[config.mk]
export PLATFORM = sky130hd
export DESIGN_NAME = trig_top
export DESIGN_NICKNAME = d
export VERILOG_FILES = /design/src/core/trig_pkg.sv /design/src/core/hyst_cmp.sv /design/src/core/det_timer.sv /design/src/core/trig_top.sv
export SDC_FILE = /design/constraint.sdc
export NUM_CORES = 2
export LEC_CHECK = 0
export BUFFER_PORTS_ARGS = -buffer_cell sky130_fd_sc_hd__buf_2
export CORE_MARGIN = 2
export CORE_UTILIZATION = 40
export DETAILED_ROUTE_END_ITERATION = 16
export MAX_ROUTING_LAYER = met4
export PLACE_DENSITY = 0.66
export SETUP_SLACK_MARGIN = 0.1
export SYNTH_ARGS = -nofsm -noshare
export SYNTH_HDL_FRONTEND = slang
export SYNTH_SLANG_ARGS = --single-unit
[constraint.sdc]
create_clock -name clock -period 20.9 [get_ports clock]
set_input_delay 2.09 -clock clock [delete_from_list [all_inputs] [get_ports clock]]
set_output_delay 2.09 -clock clock [all_outputs]
set_load 0.03 [all_outputs]
[src/core/trig_pkg.sv]
package trig_pkg;
	// ----------------------------------------
	// Timing
	// ----------------------------------------
	localparam int CLOCK_HZ         = 10_000_000;
	localparam int TIME_STEP_HZ     = 100;
	localparam int TICK_CYCLES      = CLOCK_HZ / TIME_STEP_HZ;
	localparam int NOMINAL_HZ       = 60;
	localparam int REFRESH_PERIODS  = 2;
	localparam int REFRESH_CYCLES   = CLOCK_HZ * REFRESH_PERIODS / NOMINAL_HZ;

	// ----------------------------------------
	// Sizes and indexes
	// ----------------------------------------
	localparam int VW        = 16;
	localparam int NUM_DET   = 4;
	localparam int NUM_TH    = 8;
	localparam int NUM_CMP   = 23;
	localparam int DET_FREQ  = 0;
	localparam int DET_VOLT  = 1;
	localparam int DET_CURR  = 2;
	localparam int DET_POWER = 3;
	localparam int TH_FREQ_LOW  = 0;
	localparam int TH_FREQ_HIGH = 1;
	localparam int TH_VOLT_LOW  = 2;
	localparam int TH_VOLT_HIGH = 3;
	localparam int TH_CURR      = 4;
	localparam int TH_POWER     = 5;
	localparam int CMP_VOLT_LOW  = 2;
	localparam int CMP_VOLT_HIGH = 5;
	localparam int CMP_CURR      = 8;
	localparam int CMP_POWER     = 11;
	localparam logic [NUM_CMP-1:0] CMP_OVER = 23'h7fffe2;

	// ----------------------------------------
	// Register map and fields
	// ----------------------------------------
	localparam logic [7:0] ADDR_CONTROL = 8'h00;
	localparam logic [7:0] ADDR_STATUS  = 8'h04;
	localparam logic [7:0] ADDR_THRESH  = 8'h08;
	localparam logic [7:0] ADDR_PICKUP  = 8'h28;
	localparam logic [7:0] ADDR_DROPOUT = 8'h38;
	localparam int CTRL_ENABLE = 0;
	localparam int CTRL_EVENTS = 4;
	localparam logic [7:0] CONTROL_RESET = 8'h00;

	// ----------------------------------------
	// Settings: units 0.01 Hz, 0.001 pu, 0.01 s
	// ----------------------------------------
	localparam logic [VW-1:0] TH_RESET [NUM_TH] = '{16'h1324, 16'h17d4, 16'h0320, 16'h04b0,
		16'h0708, 16'h04e2, 16'h04e2, 16'h04e2};
	localparam logic [VW-1:0] TH_MIN [NUM_TH] = '{16'h07d0, 16'h07d0, 16'h00fa, 16'h02ee,
		16'h0064, 16'h00fa, 16'h00fa, 16'h00fa};
	localparam logic [VW-1:0] TH_MAX [NUM_TH] = '{16'h1b58, 16'h1b58, 16'h04e2, 16'h06d6,
		16'h7530, 16'h0bb8, 16'h0bb8, 16'h0bb8};
	localparam logic [VW-1:0] PICKUP_RESET  = 16'h000a;
	localparam logic [VW-1:0] DROPOUT_RESET = 16'h0064;
	localparam logic [VW-1:0] TIME_MAX      = 16'hea60;
	localparam logic [VW-1:0] FREQ_HYST     = 16'h0003;
	localparam logic [VW-1:0] DEAD_VOLT     = 16'h0064;
	localparam int PCT_HYST = 3;
	localparam int PCT_FULL = 100;

	function automatic logic [VW-1:0] pct_band(input logic [VW-1:0] level);
		return VW'((32'(level) * PCT_HYST) / PCT_FULL);
	endfunction

	function automatic logic [VW-1:0] clamp(input logic [VW-1:0] v, lo, hi);
		return (v < lo) ? lo : ((v > hi) ? hi : v);
	endfunction
endpackage

[src/core/hyst_cmp.sv]
`timescale 1ns/1ns
module hyst_cmp #(
	parameter bit OVER = 1'b1
) (
	input  wire logic        clock,
	input  wire logic        rst,
	input  wire logic        refresh,
	input  wire logic        clear,
	input  wire logic [15:0] value,
	input  wire logic [15:0] level,
	input  wire logic [15:0] rel_lvl,
	output logic             state
);
	// Set beyond level, reset only back past rel_lvl
	always_ff @(posedge clock) begin
		if (rst || clear) begin
			state <= 1'b0;
		end else if (refresh) begin
			if (OVER) begin
				state <= state ? (value >= rel_lvl) : (value > level);
			end else begin
				state <= state ? (value <= rel_lvl) : (value < level);
			end
		end
	end
endmodule

[src/core/det_timer.sv]
`timescale 1ns/1ns
module det_timer (
	input  wire logic        clock,
	input  wire logic        rst,
	input  wire logic        tick,
	input  wire logic        clear,
	input  wire logic        cond,
	input  wire logic [15:0] pickup_time,
	input  wire logic [15:0] dropout_time,
	output logic             active
);
	logic [15:0] count;

	// Counts 10 ms ticks; a delay may run up to one tick short
	always_ff @(posedge clock) begin
		if (rst || clear) begin
			active <= 1'b0;
			count  <= 16'h0000;
		end else if (active == cond) begin
			count <= 16'h0000;
		end else if (count >= (active ? dropout_time : pickup_time)) begin
			active <= cond;
			count  <= 16'h0000;
		end else if (tick) begin
			count <= count + 16'h0001;
		end
	end
endmodule

[src/core/trig_top.sv]
// Decided for this implementation: the Avalon-MM register port and the address map.
`timescale 1ns/1ns
// How it works
// - Four detectors each have an enable, off after reset; disabled never triggers.
// - Frequency trips below low threshold, 20.00-70.00 Hz, default 49.00, 0.03 Hz band.
// - Frequency trips above high threshold, same range, default 61.00, 0.03 Hz band.
// - Condition must persist for pickup delay, 0-600.00 s, default 0.10 s.
// - Output holds for dropout delay after clearing, 0-600.00 s, default 1.00 s.
// - Each detector has a block input; while high the detector is inhibited.
// - Events enable, off by default, logs each detector's pickup and dropout.
// - Voltage uses separate low and high thresholds on one common output.
// - Each voltage and current channel is judged alone; any one may trigger.
// - Voltage channels below 0.1 pu never pick up.
// - Low voltage threshold 0.250-1.250 pu, default 0.800, 3% band.
// - High voltage threshold 0.750-1.750 pu, default 1.200, 3% band.
// - Current trips above pickup, 0.100-30.000 pu, default 1.800, 3% band.
// - Active, reactive, apparent thresholds feed one power output.
// - Power checks both per-phase and three-phase quantities.
// - Power thresholds 0.250-3.000 pu, default 1.250, 3% band each.
// - Three-phase power compares against three times the threshold.
// - All detector outputs are ORed into one recorder trigger.
// - Trigger logic is re-evaluated once every two power cycles.
// - Frequency detector drops out when frequency is not measurable.
module trig_top #(
	parameter int TICK_CYCLES    = trig_pkg::TICK_CYCLES,
	parameter int REFRESH_CYCLES = trig_pkg::REFRESH_CYCLES
) (
	input  wire logic                  clock,
	input  wire logic                  rst,
	input  wire logic [7:0]            avs_address,
	input  wire logic                  avs_read,
	input  wire logic                  avs_write,
	input  wire logic [31:0]           avs_writedata,
	output logic      [31:0]           avs_readdata,
	output logic                       avs_waitrequest,
	input  wire logic [15:0]           frequency,
	input  wire logic                  freq_valid,
	input  wire logic [2:0][15:0]      phase_volt,
	input  wire logic [2:0][15:0]      phase_curr,
	input  wire logic [2:0][2:0][15:0] phase_power,
	input  wire logic [2:0][15:0]      total_power,
	input  wire logic [3:0]            block,
	output logic      [3:0]            trigger,
	output logic                       recorder_trigger,
	output logic      [3:0]            event_pickup,
	output logic      [3:0]            event_dropout
);
	// ----------------------------------------
	// Declarations
	// ----------------------------------------
	logic [7:0]  control;
	logic [15:0] thr          [trig_pkg::NUM_TH];
	logic [15:0] pickup_time  [trig_pkg::NUM_DET];
	logic [15:0] dropout_time [trig_pkg::NUM_DET];
	logic [15:0] cmp_value    [trig_pkg::NUM_CMP];
	logic [15:0] cmp_level    [trig_pkg::NUM_CMP];
	logic [15:0] cmp_rel      [trig_pkg::NUM_CMP];
	logic [trig_pkg::NUM_CMP-1:0] cmp_state;
	logic [19:0] tick_cnt;
	logic [19:0] refresh_cnt;
	logic        tick;
	logic        refresh;
	logic [2:0]  volt_live;
	logic [3:0]  enable;
	logic [3:0]  events;
	logic [3:0]  cond;
	logic [3:0]  clear;
	logic [3:0]  active;
	logic [31:0] next_readdata;
	logic        wr_hit;

	assign enable = control[trig_pkg::CTRL_ENABLE +: 4];
	assign events = control[trig_pkg::CTRL_EVENTS +: 4];
	assign wr_hit = avs_write && !avs_waitrequest;

	// ----------------------------------------
	// Time base
	// ----------------------------------------
	always_ff @(posedge clock) begin
		if (rst || tick_cnt == 20'(TICK_CYCLES - 1)) begin
			tick_cnt <= 20'h00000;
		end else begin
			tick_cnt <= tick_cnt + 20'h00001;
		end
	end

	always_ff @(posedge clock) begin
		tick <= !rst && tick_cnt == 20'(TICK_CYCLES - 1);
	end

	// Slow refresh trades response time for settled phasor values
	always_ff @(posedge clock) begin
		if (rst || refresh_cnt == 20'(REFRESH_CYCLES - 1)) begin
			refresh_cnt <= 20'h00000;
		end else begin
			refresh_cnt <= refresh_cnt + 20'h00001;
		end
	end

	always_ff @(posedge clock) begin
		refresh <= !rst && refresh_cnt == 20'(REFRESH_CYCLES - 1);
	end

	// ----------------------------------------
	// Register bus
	// ----------------------------------------
	always_ff @(posedge clock) begin
		if (rst) begin
			avs_waitrequest <= 1'b1;
			avs_readdata    <= 32'h00000000;
		end else if ((avs_read || avs_write) && avs_waitrequest) begin
			avs_waitrequest <= 1'b0;
			avs_readdata    <= avs_read ? next_readdata : 32'h00000000;
		end else begin
			avs_waitrequest <= 1'b1;
		end
	end

	always_comb begin
		next_readdata = 32'h00000000;
		if (avs_address == trig_pkg::ADDR_CONTROL) begin
			next_readdata = {24'h000000, control};
		end
		if (avs_address == trig_pkg::ADDR_STATUS) begin
			next_readdata = {24'h000000, cond, trigger};
		end
		for (int i = 0; i < trig_pkg::NUM_TH; i++) begin
			if (avs_address == trig_pkg::ADDR_THRESH + 8'(4 * i)) begin
				next_readdata = {16'h0000, thr[i]};
			end
		end
		for (int i = 0; i < trig_pkg::NUM_DET; i++) begin
			if (avs_address == trig_pkg::ADDR_PICKUP + 8'(4 * i)) begin
				next_readdata = {16'h0000, pickup_time[i]};
			end
			if (avs_address == trig_pkg::ADDR_DROPOUT + 8'(4 * i)) begin
				next_readdata = {16'h0000, dropout_time[i]};
			end
		end
	end

	// Writes are clamped to the settable range
	always_ff @(posedge clock) begin
		if (rst) begin
			control <= trig_pkg::CONTROL_RESET;
			for (int i = 0; i < trig_pkg::NUM_TH; i++) begin
				thr[i] <= trig_pkg::TH_RESET[i];
			end
			for (int i = 0; i < trig_pkg::NUM_DET; i++) begin
				pickup_time[i]  <= trig_pkg::PICKUP_RESET;
				dropout_time[i] <= trig_pkg::DROPOUT_RESET;
			end
		end else if (wr_hit) begin
			if (avs_address == trig_pkg::ADDR_CONTROL) begin
				control <= avs_writedata[7:0];
			end
			for (int i = 0; i < trig_pkg::NUM_TH; i++) begin
				if (avs_address == trig_pkg::ADDR_THRESH + 8'(4 * i)) begin
					thr[i] <= trig_pkg::clamp(avs_writedata[15:0], trig_pkg::TH_MIN[i],
						trig_pkg::TH_MAX[i]);
				end
			end
			for (int i = 0; i < trig_pkg::NUM_DET; i++) begin
				if (avs_address == trig_pkg::ADDR_PICKUP + 8'(4 * i)) begin
					pickup_time[i] <= trig_pkg::clamp(avs_writedata[15:0], 16'h0000,
						trig_pkg::TIME_MAX);
				end
				if (avs_address == trig_pkg::ADDR_DROPOUT + 8'(4 * i)) begin
					dropout_time[i] <= trig_pkg::clamp(avs_writedata[15:0], 16'h0000,
						trig_pkg::TIME_MAX);
				end
			end
		end
	end

	// ----------------------------------------
	// Comparator inputs
	// ----------------------------------------
	always_comb begin
		cmp_value[0] = frequency;
		cmp_level[0] = thr[trig_pkg::TH_FREQ_LOW];
		cmp_rel[0]   = thr[trig_pkg::TH_FREQ_LOW] + trig_pkg::FREQ_HYST;
		cmp_value[1] = frequency;
		cmp_level[1] = thr[trig_pkg::TH_FREQ_HIGH];
		cmp_rel[1]   = thr[trig_pkg::TH_FREQ_HIGH] - trig_pkg::FREQ_HYST;
		for (int c = 0; c < 3; c++) begin
			cmp_value[trig_pkg::CMP_VOLT_LOW + c]  = phase_volt[c];
			cmp_level[trig_pkg::CMP_VOLT_LOW + c]  = thr[trig_pkg::TH_VOLT_LOW];
			cmp_rel[trig_pkg::CMP_VOLT_LOW + c]    = thr[trig_pkg::TH_VOLT_LOW]
				+ trig_pkg::pct_band(thr[trig_pkg::TH_VOLT_LOW]);
			cmp_value[trig_pkg::CMP_VOLT_HIGH + c] = phase_volt[c];
			cmp_level[trig_pkg::CMP_VOLT_HIGH + c] = thr[trig_pkg::TH_VOLT_HIGH];
			cmp_rel[trig_pkg::CMP_VOLT_HIGH + c]   = thr[trig_pkg::TH_VOLT_HIGH]
				- trig_pkg::pct_band(thr[trig_pkg::TH_VOLT_HIGH]);
			cmp_value[trig_pkg::CMP_CURR + c]      = phase_curr[c];
			cmp_level[trig_pkg::CMP_CURR + c]      = thr[trig_pkg::TH_CURR];
			cmp_rel[trig_pkg::CMP_CURR + c]        = thr[trig_pkg::TH_CURR]
				- trig_pkg::pct_band(thr[trig_pkg::TH_CURR]);
		end
		for (int t = 0; t < 3; t++) begin
			for (int p = 0; p < 4; p++) begin
				// Total power judged against three single-phase bases
				cmp_value[trig_pkg::CMP_POWER + 4 * t + p] = (p == 3) ? total_power[t]
					: phase_power[t][p % 3];
				cmp_level[trig_pkg::CMP_POWER + 4 * t + p] = (p == 3)
					? 16'(thr[trig_pkg::TH_POWER + t] * 3) : thr[trig_pkg::TH_POWER + t];
				cmp_rel[trig_pkg::CMP_POWER + 4 * t + p] =
					cmp_level[trig_pkg::CMP_POWER + 4 * t + p]
					- trig_pkg::pct_band(cmp_level[trig_pkg::CMP_POWER + 4 * t + p]);
			end
		end
	end

	// ----------------------------------------
	// Comparators and detectors
	// ----------------------------------------
	generate
		for (genvar k = 0; k < trig_pkg::NUM_CMP; k++) begin : g_cmp
			hyst_cmp #(
				.OVER (trig_pkg::CMP_OVER[k])
			) u_cmp (
				.clock   (clock),
				.rst     (rst),
				.refresh (refresh),
				.clear   (clear[k < 2 ? 0 : (k < 8 ? 1 : (k < 11 ? 2 : 3))]),
				.value   (cmp_value[k]),
				.level   (cmp_level[k]),
				.rel_lvl (cmp_rel[k]),
				.state   (cmp_state[k])
			);
		end
	endgenerate

	// A dead channel would otherwise look like deep undervoltage
	always_ff @(posedge clock) begin
		if (rst) begin
			volt_live <= 3'h0;
		end else if (refresh) begin
			for (int c = 0; c < 3; c++) begin
				volt_live[c] <= phase_volt[c] >= trig_pkg::DEAD_VOLT;
			end
		end
	end

	always_comb begin
		cond[trig_pkg::DET_FREQ]  = |cmp_state[1:0];
		cond[trig_pkg::DET_VOLT]  = |((cmp_state[4:2] | cmp_state[7:5]) & volt_live);
		cond[trig_pkg::DET_CURR]  = |cmp_state[10:8];
		cond[trig_pkg::DET_POWER] = |cmp_state[22:11];
		clear = ~enable | block;
		clear[trig_pkg::DET_FREQ] = clear[trig_pkg::DET_FREQ] || !freq_valid;
	end

	generate
		for (genvar d = 0; d < trig_pkg::NUM_DET; d++) begin : g_det
			det_timer u_timer (
				.clock        (clock),
				.rst          (rst),
				.tick         (tick),
				.clear        (clear[d]),
				.cond         (cond[d]),
				.pickup_time  (pickup_time[d]),
				.dropout_time (dropout_time[d]),
				.active       (active[d])
			);
		end
	endgenerate

	// ----------------------------------------
	// Outputs
	// ----------------------------------------
	always_ff @(posedge clock) begin
		if (rst) begin
			trigger          <= 4'h0;
			recorder_trigger <= 1'b0;
			event_pickup     <= 4'h0;
			event_dropout    <= 4'h0;
		end else begin
			trigger          <= active;
			recorder_trigger <= |active;
			event_pickup     <= active & ~trigger & events;
			event_dropout    <= ~active & trigger & events;
		end
	end
endmodule

==> results_tabular.tex <==
\begin{tabular}{lr}
\hline
Metric & Value \\
\hline
\multicolumn{2}{l}{\textbf{Outcome}} \\
Outcome & finished, final reports clean \\
\multicolumn{2}{l}{\textbf{Yosys}} \\
Mean Syn Cell Area & 7.83 sq um \\
Most repeated cell in the gate-level netlist after synthesis & ha\_1 \\
Main flop type after synthesis & edfxtp\_1 \\
Synthesized instance count & 9037 \\
Synth top cells by count & ha\_1 (1076), nor2\_1 (765), a21oi\_1 (683) \\
Post-synth top area cell & ha\_1 \\
Area share of the leading cell type in the synthesized netlist & 19.0\% \\
Number of distinct library cells after synthesis & 147 \\
Synth Register Bits & 430 \\
Cell area after technology mapping & 70800 sq um \\
Proportion of synthesized chip area in sequential cells & 15.8\% \\
Cell types with the largest area share after synthesis & ha\_1 (19\%), edfxtp\_1 (11\%), dfxtp\_1 (4.9\%), a21oi\_1 (4.8\%), xnor2\_1 (4.8\%) \\
Post-synth EDFFs & 256 \\
Number of synthesis warnings & 0 \\
Async set-or-reset flop fraction in the synthesized netlist & 0\% \\
\multicolumn{2}{l}{\textbf{Clocking}} \\
TritonCTS clock tree & done \\
Setup repair bufs after CTS & 0 \\
Hold buffers post-CTS & 0 \\
Number of resized instances in the post-cts repair step & 0 \\
Inserted Clock Buffers & 51 \\
Maximum clock insertion buffer count & 3 \\
Clock Tree Root & clkbuf\_16 \\
Clock latency of the later-clocked register in the worst-skew pair & 630 ps \\
CTS clk-pin slew, worst paths & 60 ps \\
Count of H-tree levels built during CTS & 2 \\
CTS sink count & 430 \\
\multicolumn{2}{l}{\textbf{Timing}} \\
Max Clock Skew & 27.5 ps \\
Maximum clock frequency & 57.2 MHz \\
RSZ-0062 raised after global routing & no \\
Accumulated negative setup slack & 0 ps \\
Fin crit period & 17500 ps \\
\# setup viols final & 0 \\
Final-report max-slew violation count & 0 \\
Worst slew pin tran & 1270 ps \\
Relative slew margins & 13.1\% \\
Period utilisation layout & 83.7\% \\
Number of hold violations in the final report & 0 \\
\multicolumn{2}{l}{\textbf{Floorplan}} \\
Std-Cell Core Area & 176000 sq um \\
Effective utilization at floorplan & 40.2\% \\
I/O pin cnt & 399 \\
Height of the die & 425 um \\
Number of core rows & 154 \\
Floorplan die width & 425 um \\
Area of the die & 180000 sq um \\
\multicolumn{2}{l}{\textbf{Final layout}} \\
Area added between synthesis and finish & 8.89\% \\
Post-route cell area & 77100 sq um \\
Share of post-route cells with drive strength above 1 & 8.46\% \\
Net total in the final layout & 10756 \\
\multicolumn{2}{l}{\textbf{Detailed routing}} \\
DRC Markers & 0 \\
Mean number of vias per cell & 6.16 \\
Routed Wire Length & 254000 um \\
First-pass iteration count of the detailed router & 6 \\
Avg WL per Cell & 21.6 um \\
Final antenna-violating net count & 0 \\
Detailed router's first-iteration violation count & 6290 \\
Routed via count & 72480 \\
\multicolumn{2}{l}{\textbf{Worst setup path}} \\
CP Max Fanout & 10 \\
Crit path kind & register to register \\
WP buf/inv & 4 \\
Startpoint types & register \\
Library cell contributing the largest single delay on the critical path & o2bb2ai\_1 \\
R2R Setup Slk & 3400 ps \\
CP top delay family & compound AO/OA/AOI/OAI gates \\
Worst Setup End Kind & register \\
Worst Path Required & 21380 ps \\
Delay of the slowest cell on the worst path & 710 ps \\
Arrival time reported for the critical path endpoint & 17970 ps \\
Crit-path most repeated cell & a21oi\_1 \\
\multicolumn{2}{l}{\textbf{Global route}} \\
Maximum number of pins on one net before global-route repair & 73 \\
Number of antenna violations at the first check in global routing & 97 \\
Gr ovfl total & 0 \\
Via count of the first global-routing pass & 68041 \\
Global-route usage over all layers & 27.5\% \\
Wire length of the first global-routing pass & 388000 um \\
\multicolumn{2}{l}{\textbf{Placed design}} \\
Placed wire-length estimate after detailed placement & 206000 um \\
Number of I/O port buffers & 366 \\
RD Place Congestion & 1.03 \\
Cell area after placement & 75100 sq um \\
\multicolumn{2}{l}{\textbf{Min path}} \\
Worst min-delay path class & register to register \\
\multicolumn{2}{l}{\textbf{Job}} \\
Maximum capacitance violations & 0 \\
\hline
\end{tabular}
path summary, 6_finish.rpt:
| check | end | from | cells past startpoint |
|---|---|---|---|
| min reg2reg | g_cmp[19].u_cmp.state | g_cmp[19].u_cmp.state | 1 |
| max | g_cmp[14].u_cmp.state | thr[1][16] | 66 |
| min | g_cmp[19].u_cmp.state | g_cmp[19].u_cmp.state | 1 |
| max reg2reg | g_cmp[14].u_cmp.state | thr[1][16] | 66 |
sequential cells by signal, indices dropped and copies added (netlist names), 3 cells and up:
register,flops
thr,128
pickup_time,64
trigger,4
refresh_cnt,20
g_cmp.u_cmp.state,23
event_dropout,4
g_det.u_timer.count,64
volt_live,3
event_pickup,4
tick_cnt,20
avs_readdata,16
control,8
dropout_time,64
g_det.u_timer.active,4
layout make-up:
| type | count | area, sq um |
|---|---|---|
| fillers | 17650 | 98900 |
| multi-input cells | 7934 | 57000 |
| flip-flops and latches | 430 | 11200 |
| well taps | 2340 | 2930 |
| repair buffers | 431 | 2320 |
| inverters | 461 | 1730 |
| clock buffers | 69 | 1400 |
| clock inverters | 26 | 342 |
| diodes | 76 | 190 |
placed cells by master, fill, tap and decap left out, types with 150 or more instances in the layout:
cell	Yosys	routed
a21o_1	206	206
a21oi_1	683	683
buf_2	27	365
dfxtp_1	174	173
edfxtp_1	256	256
ha_1	1076	1076
inv_1	432	432
mux2i_1	150	150
nand2_1	570	570
nand2b_1	290	290
nand3_1	305	305
nand4_1	175	175
nor2_1	765	764
nor2b_1	252	251
nor3_1	215	215
o21ai_0	574	574
xnor2_1	389	389
per-stage QoR:
step                hold WS [ps]  std cells  worst slack, ps  util (%)
floorplan                    430       9081             6960         -
global placement             440      11595             3910      42.7
detailed placement           456      11595             3760      42.7
CTS                          484      11690             3670      43.7
global route                 519      11763             2020      43.8
finish                       480      11767             3400      43.8
worst register-to-register path: cells and delay by family (launching register included):
| family | cells | cell delay, ps |
|---|---|---|
| simple gates | 15 | 2840 |
| mux | 1 | 580 |
| compound gates | 35 | 9320 |
| buf+inv | 4 | 510 |
| fa+ha+maj | 6 | 1980 |
| flops | 1 | 670 |
| xor+xnor | 5 | 1470 |
logic make-up (layout without fill, tap and decap cells):
kind of cell / Yosys count / in the layout / share of synthesized area [%]
DFF: 430 / 430 / 15.8
muxes: 196 / 196 / 2.87
and+or+nand+nor: 3188 / 3188 / 23.2
xor gates and xnor gates: 534 / 534 / 6.71
AOI/OAI and AO/OA: 2835 / 2835 / 27.4
other: 1 / 121 / 0.00530
buffers and inverters: 717 / 987 / 3.96
adders and majority gates: 1136 / 1136 / 20.1
routing by layer:
metal / routed length [um] / GRT usage [%] / vias to the layer above
li1: - / - / 34813
met1: 105000 / 33.4 / 34419
met2: 116000 / 44.2 / 2638
met3: 15300 / 3.16 / 610
met4: 16800 / 15.7 / 0
met5: 0 / - / -
Power is left out: the tool's default activity adds up to more than one toggle a clock period on the data nets, which glitch-free logic cannot reach.
